**src/rtl/led_link_defines.svh**
```systemverilog
// constants shared by the sink-driver device model and its display controller
// assumes pclk at 40 MHz on both ends and a 32-bit apb master on the controller
// ============================================================================
`ifndef LED_LINK_DEFINES_SVH
`define LED_LINK_DEFINES_SVH

// ============================================================================
// configuration fields
`define CFG_THR_HI   15
`define CFG_THR_LO   14
`define CFG_MODE_OE  13
`define CFG_MODE_LE  12
`define CFG_GAIN_HI  5
`define CFG_GAIN_LO  0
`define CFG_RESET    16'h602b
`define THERM_HOT    16'h7fff
`define THERM_COOL   16'hffff
`define ALL_ONES     16'hffff

// ============================================================================
// timing
`define CLK_NS       25
`define INMSG_NS     300
`define FORCED_NS    500
`define SETTLE_NS    700
`define REPORT_NS    100
`define INMSG_CYC    ((`INMSG_NS + `CLK_NS - 1) / `CLK_NS)
`define FORCED_CYC   ((`FORCED_NS + `CLK_NS - 1) / `CLK_NS)
`define SETTLE_CYC   ((`SETTLE_NS + `CLK_NS - 1) / `CLK_NS)
`define REPORT_CYC   ((`REPORT_NS + `CLK_NS - 1) / `CLK_NS)
`define SYNC_MARGIN  6

// ============================================================================
// controller registers
`define REG_CTRL     8'h00
`define REG_TX       8'h04
`define REG_RX       8'h08
`define REG_STAT     8'h0c
`define REG_OE       8'h10
`define CTRL_START   8

`endif

```
**src/rtl/led_link_pkg.sv**
```systemverilog
// types shared by the sink-driver device model and its display controller
// assumes led_link_defines.svh for all numeric constants
package led_link_pkg;
	typedef logic [15:0] word_t;

	typedef enum logic [2:0] {
		CMD_LATCH  = 3'h0,
		CMD_OPEN   = 3'h1,
		CMD_SHORT  = 3'h2,
		CMD_THERM  = 3'h3,
		CMD_CONFIG = 3'h4
	} cmd_e;

	typedef enum logic [2:0] {
		DEV_IDLE   = 3'b001,
		DEV_REPORT = 3'b010,
		DEV_FORCED = 3'b100
	} dev_state_e;

	typedef enum logic [3:0] {
		CTL_IDLE   = 4'b0001,
		CTL_SHIFT  = 4'b0010,
		CTL_STROBE = 4'b0100,
		CTL_WAIT   = 4'b1000
	} ctl_state_e;
endpackage : led_link_pkg

```
**src/rtl/led_link_if.sv**
```systemverilog
// serial link between display controller and sink driver
// assumes both ends clocked by their own pclk; no clock lives in here
`timescale 1ns/1ps
interface led_link_if;
	logic serial_in;
	logic shift_clk;
	logic latch_strobe;
	logic output_enable_n;
	logic serial_out;

	modport device (
		input  serial_in,
		input  shift_clk,
		input  latch_strobe,
		input  output_enable_n,
		output serial_out
	);
	modport controller (
		output serial_in,
		output shift_clk,
		output latch_strobe,
		output output_enable_n,
		input  serial_out
	);
endinterface : led_link_if

```
**src/rtl/led_sink_device.sv**
```systemverilog
// control logic of the 16-channel sink driver: commands, detection, configuration
// assumes link pins and fault comparator levels arrive asynchronously to pclk
`timescale 1ns/1ps
`include "led_link_defines.svh"
module led_sink_device #(
	parameter int REPORT_CYC = `REPORT_CYC,
	parameter int INMSG_CYC  = `INMSG_CYC,
	parameter int FORCED_CYC = `FORCED_CYC
) (
	input  wire logic               pclk,
	input  wire logic               presetn,
	led_link_if.device              link,
	input  wire led_link_pkg::word_t fault_open,
	input  wire led_link_pkg::word_t fault_short,
	input  wire logic               overheat,
	output led_link_pkg::word_t     channel_on,
	output logic                    test_current,
	output logic [1:0]              short_thr_sel,
	output logic [5:0]              current_gain
);
	import led_link_pkg::*;

	generate
		if (REPORT_CYC < 1 || INMSG_CYC < 1 || FORCED_CYC < 1 || INMSG_CYC > 255
			|| REPORT_CYC > 255 || FORCED_CYC > 255) begin : bad_param
			$error("led_sink_device: counts must be 1..255");
		end
	endgenerate

	// ========================================================================
	// input synchronisers
	localparam int SW = 37;
	logic [SW-1:0] sync1_reg;
	logic [SW-1:0] sync2_reg;
	logic [3:0]    prev_reg;

	always_ff @(posedge pclk or negedge presetn) begin
		if (!presetn) begin
			sync1_reg <= '0;
			sync2_reg <= '0;
			prev_reg  <= 4'h0;
		end else begin
			sync1_reg <= {overheat, fault_short, fault_open, link.serial_in,
				link.shift_clk, link.latch_strobe, link.output_enable_n};
			sync2_reg <= sync1_reg;
			prev_reg  <= sync2_reg[3:0];
		end
	end

	logic  oe_n;
	logic  strobe;
	logic  sclk;
	logic  sdata;
	word_t f_open;
	word_t f_short;
	logic  hot;
	logic  clk_rise;
	logic  strobe_fall;

	assign oe_n        = sync2_reg[0];
	assign strobe      = sync2_reg[1];
	assign sclk        = sync2_reg[2];
	assign sdata       = sync2_reg[3];
	assign f_open      = sync2_reg[19:4];
	assign f_short     = sync2_reg[35:20];
	assign hot         = sync2_reg[36];
	assign clk_rise    = sclk & ~prev_reg[2];
	assign strobe_fall = ~strobe & prev_reg[1];

	// ========================================================================
	// command decode from edges under strobe
	logic [2:0] edge_cnt_reg;
	cmd_e       cmd;

	always_ff @(posedge pclk or negedge presetn) begin
		if (!presetn) begin
			edge_cnt_reg <= 3'h0;
		end else if (strobe_fall) begin
			edge_cnt_reg <= 3'h0;
		end else if (clk_rise && strobe && edge_cnt_reg != 3'h7) begin
			edge_cnt_reg <= edge_cnt_reg + 3'h1;
		end
	end

	assign cmd = cmd_e'(edge_cnt_reg);

	// ========================================================================
	// shift register, output latch, configuration
	word_t shift_reg;
	word_t latch_reg;
	word_t cfg_reg;
	logic  out_reg;
	logic  load_reg;
	word_t load_val_reg;

	always_ff @(posedge pclk or negedge presetn) begin
		if (!presetn) begin
			shift_reg <= '0;
		end else if (load_reg) begin
			shift_reg <= load_val_reg;
		end else if (clk_rise && !strobe) begin
			shift_reg <= {shift_reg[14:0], sdata};
		end
	end

	always_ff @(posedge pclk or negedge presetn) begin
		if (!presetn) begin
			out_reg <= 1'b0;
		end else begin
			out_reg <= shift_reg[15];
		end
	end

	always_ff @(posedge pclk or negedge presetn) begin
		if (!presetn) begin
			latch_reg <= '0;
		end else if (strobe_fall && cmd == CMD_LATCH) begin
			latch_reg <= shift_reg;
		end
	end

	always_ff @(posedge pclk or negedge presetn) begin
		if (!presetn) begin
			cfg_reg <= `CFG_RESET;
		end else if (strobe_fall && cmd == CMD_CONFIG) begin
			cfg_reg <= shift_reg;
		end
	end

	logic [1:0] mode;
	assign mode = cfg_reg[`CFG_MODE_OE:`CFG_MODE_LE];

	// ========================================================================
	// in-message detection
	logic [7:0] oe_low_cnt_reg;
	word_t      err_reg;
	logic       qualified;
	logic       test_now;
	word_t      hit;

	always_ff @(posedge pclk or negedge presetn) begin
		if (!presetn) begin
			oe_low_cnt_reg <= 8'h0;
		end else if (oe_n) begin
			oe_low_cnt_reg <= 8'h0;
		end else if (oe_low_cnt_reg != 8'hff) begin
			oe_low_cnt_reg <= oe_low_cnt_reg + 8'h1;
		end
	end

	assign qualified = !oe_n && oe_low_cnt_reg >= 8'(INMSG_CYC);
	assign test_now  = qualified && (mode[1] || (mode[0] && strobe_fall));
	assign hit       = test_now ? (latch_reg & (f_open | f_short)) : '0;

	dev_state_e state_reg;
	logic       report_go;
	assign report_go = state_reg == DEV_REPORT && load_reg;

	always_ff @(posedge pclk or negedge presetn) begin
		if (!presetn) begin
			err_reg <= `ALL_ONES;
		end else if (report_go) begin
			err_reg <= `ALL_ONES & ~hit;
		end else begin
			err_reg <= err_reg & ~hit;
		end
	end

	// ========================================================================
	// command sequencer
	logic [7:0] timer_reg;
	logic       therm_reg;
	logic       use_short_reg;
	logic       abort_reg;
	word_t      forced_res;

	// open verdict comes from the fault_open comparator input
	assign forced_res = (abort_reg || !oe_n) ? `ALL_ONES
		: ~(use_short_reg ? f_short : f_open);

	always_ff @(posedge pclk or negedge presetn) begin
		if (!presetn) begin
			state_reg     <= DEV_IDLE;
			timer_reg     <= 8'h0;
			therm_reg     <= 1'b0;
			use_short_reg <= 1'b0;
			abort_reg     <= 1'b0;
			load_reg      <= 1'b0;
			load_val_reg  <= '0;
		end else begin
			load_reg <= 1'b0;
			case (state_reg)
				DEV_IDLE: begin
					timer_reg <= 8'h0;
					abort_reg <= 1'b0;
					if (strobe_fall) begin
						if (cmd == CMD_LATCH && mode != 2'b00) begin
							therm_reg <= 1'b0;
							state_reg <= DEV_REPORT;
						end else if (cmd == CMD_THERM) begin
							therm_reg <= 1'b1;
							load_val_reg <= hot ? `THERM_HOT : `THERM_COOL;
							state_reg <= DEV_REPORT;
						end else if ((cmd == CMD_OPEN || cmd == CMD_SHORT) && oe_n) begin
							use_short_reg <= cmd == CMD_SHORT;
							state_reg <= DEV_FORCED;
						end
					end
				end
				DEV_REPORT: begin
					if (load_reg) begin
						state_reg <= DEV_IDLE;
					end else if (timer_reg == 8'(REPORT_CYC - 1)) begin
						if (!therm_reg) begin
							load_val_reg <= err_reg & ~hit;
						end
						load_reg <= 1'b1;
					end else begin
						timer_reg <= timer_reg + 8'h1;
					end
				end
				DEV_FORCED: begin
					if (!oe_n) begin
						abort_reg <= 1'b1;
					end
					if (timer_reg == 8'(FORCED_CYC - 1)) begin
						load_val_reg <= forced_res;
						load_reg     <= 1'b1;
						state_reg    <= DEV_IDLE;
					end else begin
						timer_reg <= timer_reg + 8'h1;
					end
				end
				default: begin
					state_reg <= DEV_IDLE;
				end
			endcase
		end
	end

	// ========================================================================
	// outputs
	word_t chan_reg;
	logic  test_reg;

	always_ff @(posedge pclk or negedge presetn) begin
		if (!presetn) begin
			chan_reg <= '0;
			test_reg <= 1'b0;
		end else begin
			test_reg <= state_reg == DEV_FORCED && !abort_reg && oe_n;
			if (state_reg == DEV_FORCED && !abort_reg && oe_n) begin
				chan_reg <= `ALL_ONES;
			end else begin
				chan_reg <= oe_n ? '0 : latch_reg;
			end
		end
	end

	assign channel_on      = chan_reg;
	assign test_current    = test_reg;
	assign link.serial_out = out_reg;
	assign short_thr_sel   = cfg_reg[`CFG_THR_HI:`CFG_THR_LO];
	assign current_gain    = cfg_reg[`CFG_GAIN_HI:`CFG_GAIN_LO];
endmodule : led_sink_device

```
**src/flat_wrapper.sv**
```systemverilog
// flat-port wrapper written by rule: the top's interface ports become plain ports
module led_sink_device_flat import led_link_pkg::*;
#(
	parameter int REPORT_CYC = `REPORT_CYC,
	parameter int INMSG_CYC  = `INMSG_CYC,
	parameter int FORCED_CYC = `FORCED_CYC
)
  (pclk, presetn, fault_open, fault_short, overheat, channel_on, test_current, short_thr_sel, current_gain, link_serial_in, link_shift_clk, link_latch_strobe, link_output_enable_n, link_serial_out);
  led_link_if link_i ();
  input  wire logic pclk;
  input  wire logic presetn;
  input  wire led_link_pkg::word_t fault_open;
  input  wire led_link_pkg::word_t fault_short;
  input  wire logic overheat;
  output led_link_pkg::word_t channel_on;
  output logic test_current;
  output logic [1:0] short_thr_sel;
  output logic [5:0] current_gain;
  input wire logic [$bits(link_i.serial_in)-1:0] link_serial_in;
  input wire logic [$bits(link_i.shift_clk)-1:0] link_shift_clk;
  input wire logic [$bits(link_i.latch_strobe)-1:0] link_latch_strobe;
  input wire logic [$bits(link_i.output_enable_n)-1:0] link_output_enable_n;
  output wire logic [$bits(link_i.serial_out)-1:0] link_serial_out;
  assign link_i.serial_in = link_serial_in;
  assign link_i.shift_clk = link_shift_clk;
  assign link_i.latch_strobe = link_latch_strobe;
  assign link_i.output_enable_n = link_output_enable_n;
  assign link_serial_out = link_i.serial_out;
  led_sink_device #(.REPORT_CYC(REPORT_CYC), .INMSG_CYC(INMSG_CYC), .FORCED_CYC(FORCED_CYC)) u_core (.pclk(pclk), .presetn(presetn), .link(link_i), .fault_open(fault_open), .fault_short(fault_short), .overheat(overheat), .channel_on(channel_on), .test_current(test_current), .short_thr_sel(short_thr_sel), .current_gain(current_gain));
endmodule
```
**config.mk**
```make
export PLATFORM = sky130hd
export DESIGN_NAME = led_sink_device_flat
export DESIGN_NICKNAME = d
export VERILOG_FILES = /design/src/rtl/led_link_pkg.sv /design/src/rtl/led_link_if.sv /design/src/rtl/led_sink_device.sv /design/src/flat_wrapper.sv
export VERILOG_INCLUDE_DIRS = /design/src /design/src/rtl
export SDC_FILE = /design/constraint.sdc
export NUM_CORES = 1
export LEC_CHECK = 0
export ABC_AREA = 1
export BUFFER_PORTS_ARGS = -buffer_cell sky130_fd_sc_hd__buf_4
export CAP_MARGIN = 20
export CORE_MARGIN = 3
export CORE_UTILIZATION = 50
export CTS_CLUSTER_SIZE = 14
export DETAILED_ROUTE_END_ITERATION = 8
export PLACE_DENSITY = 0.68
export SETUP_SLACK_MARGIN = 0.15
export SYNTH_ARGS = -nofsm -noshare
export SYNTH_HDL_FRONTEND = slang
export SYNTH_SLANG_ARGS = --single-unit
```
**constraint.sdc**
```tcl
create_clock -name pclk -period 3.5 [get_ports pclk]
set_input_delay 0.875 -clock pclk [delete_from_list [all_inputs] [get_ports pclk]]
set_output_delay 0.875 -clock pclk [all_outputs]
set_load 0.1 [all_outputs]
```
==> impl_metrics.py, run 1 <==
metrics = {
    "run_status": {
        "status": "completed",
    },
    "timing": {
        "worst_pin_slew_ns": 0.953,
        "relSlewSlack": 0.363,
        "setup_violations": 0,
        "setup_ws_ns": 1.36,
        "report.final.hold_viol_count": 0,
        "maxSlewViolCount": 0,
        "fin_skew_ns": 0.0129,
        "fin_crit_sh": 0.612,
        "final.min_clock_period_ns": 2.14,
        "fmax_ghz": 0.467,
        "rsz0062_at_grt": "no",
        "tns_ns": 0,
    },
    "cells_and_area": {
        "drive_above_1_share": 0.158,
        "fillers": 1325,
        "final_net_count": 961,
        "diodes": 0,
        "synthToLayoutAreaGrowth_pct": 14.9,
    },
    "clock_tree": {
        "clk_path_buf_depth": 2,
        "clk_pin_slew_ns": 0.07,
        "htree_num_levels": 4,
        "post_cts_buffers": 0,
        "cts_tree": "built",
        "numCtsBuffers": 17,
        "cts_sinks": 194,
        "hold_buffers": 0,
        "cts-root-buf": "clkbuf_16",
        "worstSkewPairLatency_ns": 0.43,
        "ctsResizeCount": 0,
    },
    "worst_setup_path": {
        "crit_slowest_cell": "dfstp_2",
        "worstPathArrival_ns": 2.46,
        "critPathCaptureType": "register",
        "crit_top_cell": "nand2_1",
        "path_cells": "inv_2 > nand3_1 > buf_4 > inv_2 > nand2_1 > nand2_2 > nor2_8 > nand2_4 > nand2_1 > nand2_1",
        "crit_path_max_incr_delay_ns": 0.56,
        "crit_required_ns": 3.82,
        "r2r_slack_ns": 1.36,
        "worst-path-buf-inv": 3,
        "cp_top_family": "simple AND/OR/NAND/NOR gates",
        "worstSetupStartpointType": "register",
        "path_class": "reg -> reg",
        "crit_fanout": 20,
    },
    "drt": {
        "ant_nets": 0,
        "wirelength_um": 16500,
        "drtIter0Drc": 393,
        "dr_total_vias": 5678,
        "wire_per_inst_um": 14.5,
        "post-route-drc-count": 0,
        "avgViaCountPerCell": 4.99,
        "firstDrtPassIters": 5,
    },
    "floorplanning": {
        "std_cell_rows": 45,
        "num_io_pins": 65,
        "die_height_um": 132,
        "die-area_um2": 17500,
        "initial_core_util": 0.518,
        "die_w_um": 132,
        "core_area_um2": 15400,
    },
    "power": {
        "p_comb_frac": 0.172,
        "switching_share": 0.316,
        "ir_worst_vdd_mv": 0.379,
        "internal_power_mw": 3.69,
        "switchingPower_mw": 1.70,
        "power_frac_clock": 0.342,
        "p_per_area_nw_per_um2": 590,
        "leakage_nw": 4.48,
        "seqPwrFrac": 0.486,
    },
    "yosys": {
        "syn-num-nets": 910,
        "yosys.cell_types.count": 32,
        "yosys.area.top_type": "dfrtp_1",
        "yosys_warnings": 0,
        "avgSynthCellArea_um2": 9.23,
        "synth_area_leaders": "dfrtp_1, nand2_1, dfstp_2",
        "ys_seq_area_frac": 0.614,
        "ys_ff_latch": 194,
        "yosysTopAreaCellShare": 0.538,
        "synth_area_um2": 7960,
        "synthCells": 862,
    },
    "job": {
        "drv_cap": 0,
    },
    "grt": {
        "grt_pass1_vias": 5540,
        "grt_pass1_wl_um": 28100,
        "grt-ovfl-total": 0,
        "antenna_found_initial": 0,
        "grt_usage": 0.200,
        "grt_max_degree": 83,
    },
    "placement": {
        "io_buffer_count": 64,
        "hpwlAfterDp_um": 11300,
        "gp_congestion": 0.844,
        "pre_cts_slack_ns": 1.40,
    },
    "hold_path": {
        "holdCritPathClass": "reg -> reg",
    },
}
[routing by layer]
layer,part of all wire,routed length (um),global-route usage,vias up
met2,0.45,7370,0.298,145
li1,-,-,-,2827
met5,0,0,0,-
met1,0.49,8090,0.296,2689
met3,0.047,769,0.0389,17
met4,0.013,220,0.0665,0
[cell families (layout without fill, tap and decap cells)]
logic type,Yosys count,after routing,share of synthesized area
buf+inv,140,204,0.0739
flops,194,194,0.614
fa+ha+maj,9,9,0.0142
compound gates,132,132,0.0904
simple gates,383,383,0.203
xor+xnor,4,4,0.00440
[layout make-up]
type / count / area, um2 / area share
tap: 211 / 264 / 0.0289
multi-input combinational: 528 / 2480 / 0.272
timing repair buffer: 72 / 572 / 0.0625
clock inverter: 15 / 139 / 0.0152
clock buffer: 17 / 425 / 0.0465
inverter: 100 / 375 / 0.0411
sequential: 194 / 4880 / 0.534
[power groups by stage]
| stage | Sequential, mW | Combinational, mW | Clock, mW |
|---|---|---|---|
| 3_3_place_gp | 2.65 | 0.908 | 0 |
| 5_1_grt | 2.64 | 1.04 | 1.98 |
| 4_1_cts | 2.62 | 0.931 | 1.87 |
| 3_5_place_dp | 2.66 | 0.928 | 0 |
| 6_report | 2.62 | 0.928 | 1.84 |
| 2_1_floorplan | 2.75 | 0.558 | 0 |
[metrics by stage]
step	area (um2)	std cells	util	hold WS (ns)	total power [mW]
2_1_floorplan	7960	862	-	0.331	3.31
3_3_place_gp	8580	1105	0.558	0.334	3.56
3_5_place_dp	8580	1105	0.558	0.335	3.59
4_1_cts	9140	1137	0.595	0.350	5.42
5_1_grt	9140	1137	0.595	0.356	5.66
6_report	9140	1137	0.595	0.346	5.39
[worst register-to-register path, stage by stage (launching register included)]
cell and delay, ns:
dfstp_2 0.56, inv_2 0.04, nand3_1 0.06, buf_4 0.26
inv_2 0.12, nand2_1 0.10, nand2_2 0.21, nor2_8 0.31
nand2_4 0.19, nand2_1 0.12, nand2_1 0.06
[synthesized netlist by cell type, drive strengths merged]
cell type	count
a31oi	3
a21oi	18
buf	23
nand3b	1
o22ai	1
nand2	223
nor3	6
o21ai	94
dfstp	23
clkbuf	17
xor2	4
clkinv	1
o211a	1
o211ai	15
dfrtp	171
nand4	17
ha	9
nor2	96
and2	1
inv	99
nand3	39
[cells in the final DEF (no fill, tap or decap), drive strengths merged, types with 2 or more instances in the layout]
| cell type | instances |
|---|---|
| a21oi | 18 |
| clkbuf | 18 |
| nor3 | 6 |
| clkinvlp | 2 |
| nand2 | 223 |
| clkinv | 6 |
| xor2 | 4 |
| nor2 | 96 |
| dfrtp | 171 |
| o21ai | 94 |
| o211ai | 15 |
| ha | 9 |
| nand3 | 39 |
| nand4 | 17 |
| a31oi | 3 |
| dfstp | 23 |
| inv | 107 |
| buf | 71 |
[worst paths after layout]
check / start / end / cells after the start
setup / recovery: u_core.state_reg[0] / u_core.load_val_reg[10] / 10
hold / removal: u_core.sync1_reg[7] / u_core.sync2_reg[7] / 0
setup reg to reg: u_core.state_reg[0] / u_core.load_val_reg[10] / 10
hold reg to reg: u_core.sync1_reg[7] / u_core.sync2_reg[7] / 0
max in group asynchronous: presetn / u_core.err_reg[8] / 2
min in group asynchronous: presetn / u_core.link.serial_out / 1
(Power assumes the default switching activity.)
==> run 2: changes to the inputs <==
==> constraint.sdc (replaced) <==
create_clock -name pclk -period 2.09 [get_ports pclk]
set_input_delay 0.5225 -clock pclk [delete_from_list [all_inputs] [get_ports pclk]]
set_output_delay 0.5225 -clock pclk [all_outputs]
set_load 0.1 [all_outputs]
==> impl_metrics.py, run 2 (synthesis results as in run 1) <==
metrics = {
    "run_status": {
        "status": "completed",
    },
    "timing": {
        "relSlewSlack": 0.645,
        "maxSlewViolCount": 0,
        "fmax_ghz": 0.556,
        "final.min_clock_period_ns": 1.80,
        "holdWs_ns": 0.0316,
        "rsz0062_at_grt": "no",
        "fin_crit_sh": 0.860,
        "fin_skew_ns": 0.00706,
        "report.final.hold_viol_count": 0,
        "setup_violations": 0,
        "tns_ns": 0,
        "worst_pin_slew_ns": 0.532,
    },
    "worst_setup_path": {
        "path_cells": "inv_2 > nand3_1 > buf_4 > nand3_2 > nand2_2 > nor2_8 > buf_4 > nand3_1 > nand2_1",
        "r2r_slack_ns": 0.29,
        "worstPathArrival_ns": 2.12,
        "path_class": "reg -> reg",
        "critPathCaptureType": "register",
        "reg2regPathDepth": 9,
        "worstSetupStartpointType": "register",
        "worst-path-buf-inv": 3,
        "reg2reg_to": "u_core.load_val_reg[0]",
        "crit_path_max_incr_delay_ns": 0.56,
        "cp_top_family": "simple AND/OR/NAND/NOR gates",
        "crit_required_ns": 2.41,
        "r2r-start": "u_core.state_reg[0]",
        "crit_fanout": 19,
        "crit_slowest_cell": "dfstp_2",
    },
    "drt": {
        "wire_per_inst_um": 13.9,
        "post-route-drc-count": 0,
        "drtIter0Drc": 473,
        "wirelength_um": 16000,
        "firstDrtPassIters": 5,
        "avgViaCountPerCell": 4.97,
        "wl_met2_um": 6970,
        "dr_total_vias": 5710,
        "routed.top_layer": "met4",
        "wl_met1_um": 7780,
        "ant_nets": 0,
        "wl_met3_um": 924,
    },
    "clock_tree": {
        "cts_sinks": 194,
        "cts-root-buf": "clkbuf_16",
        "numCtsBuffers": 17,
        "cts_tree": "built",
        "worstSkewPairLatency_ns": 0.43,
        "clk_pin_slew_ns": 0.07,
        "clk_path_buf_depth": 2,
        "htree_num_levels": 4,
    },
    "floorplanning": {
        "die_height_um": 132,
        "std_cell_rows": 45,
        "num_io_pins": 65,
        "initial_core_util": 0.518,
        "die-area_um2": 17500,
        "die_w_um": 132,
        "core_area_um2": 15400,
    },
    "placement": {
        "gp_congestion": 0.867,
        "io_buffer_count": 64,
        "hpwlAfterDp_um": 10900,
    },
    "cells_and_area": {
        "diodes": 0,
        "synthToLayoutAreaGrowth_pct": 16.8,
        "layout_commonest_cell": "nand2_1",
        "final_net_count": 972,
        "drive_above_1_share": 0.166,
        "final_cell_mix": "nand2_1, dfrtp_1, inv_1, o21ai_0, nor2_1",
    },
    "grt": {
        "grt-ovfl-total": 0,
        "grt_pass1_wl_um": 27500,
        "grt_max_degree": 49,
        "grt_usage": 0.197,
        "antenna_found_initial": 0,
        "grt_pass1_vias": 5536,
    },
    "power": {
        "p_per_area_nw_per_um2": 998,
        "leakage_nw": 4.55,
        "ir_worst_vdd_mv": 0.690,
    },
    "hold_path": {
        "holdCritPathClass": "in -> async",
    },
    "job": {
        "drv_cap": 0,
    },
}
-- run 2: changes by cell type in the layout (fill, tap and decap cells not counted), sizes merged --
cell,delta
clkinv,-4
inv,-4
buf,+11
bufinv,+2
clkbuf,+6
-- run 2: power breakdown --
group	total, mW	internal [mW]	switching, mW
Clock	3.25	1.88	1.38
Combinational	1.62	0.507	1.12
Sequential	4.39	4.17	0.227
Total	9.27	6.55	2.72
-- run 2: metrics by stage --
stage / std cells / setup slack (ns) / utilization / power, mW / cell area, um2
final: 1148 / 0.292 / 0.604 / 9.27 / 9290
after global routing: 1148 / 0.175 / 0.604 / 9.76 / 9290
after CTS: 1146 / 0.259 / 0.602 / 9.28 / 9260
after detailed placement: 1114 / 0.278 / 0.563 / 6.01 / 8660
after global placement: 1114 / 0.314 / 0.563 / 5.98 / 8660
after floorplan: 862 / 0.527 / - / 5.54 / 7960
-- run 2: layer usage --
layer / track usage / up-vias
li1: - / 2844
met1: 0.297 / 2671
met2: 0.284 / 166
met3: 0.0416 / 29
met4: 0.0741 / 0
met5: 0 / -
-- run 2: how the worst max path moves through the flow --
| stage | from | to | slack, ns | depth (start not counted) |
|---|---|---|---|---|
| after global routing | u_core.state_reg[0] | u_core.load_val_reg[0] | 0.17 | 9 |
| final | u_core.state_reg[0] | u_core.load_val_reg[0] | 0.29 | 9 |
| after floorplan | u_core.timer_reg[0] | u_core.load_val_reg[10] | 0.53 | 9 |
| after global placement | u_core.state_reg[2] | u_core.load_val_reg[9] | 0.31 | 9 |
| after detailed placement | u_core.state_reg[0] | u_core.load_val_reg[6] | 0.28 | 9 |
| after CTS | u_core.state_reg[0] | u_core.load_val_reg[4] | 0.26 | 9 |
-- run 2: final cells by class --
class / instances / area [um2]
repair buffers: 83 / 679
clock inverters: 9 / 119
clock buffers: 23 / 478
fillers: 1302 / 6080
multi-input cells: 528 / 2490
inverters: 100 / 375
flip-flops and latches: 194 / 4880
well taps: 211 / 264
-- run 2: timing repair --
action,CTS,global route
endpoints found under the setup margin,0,32
hold buffers,0,0
setup buffers,0,2
gates resized for setup,0,2
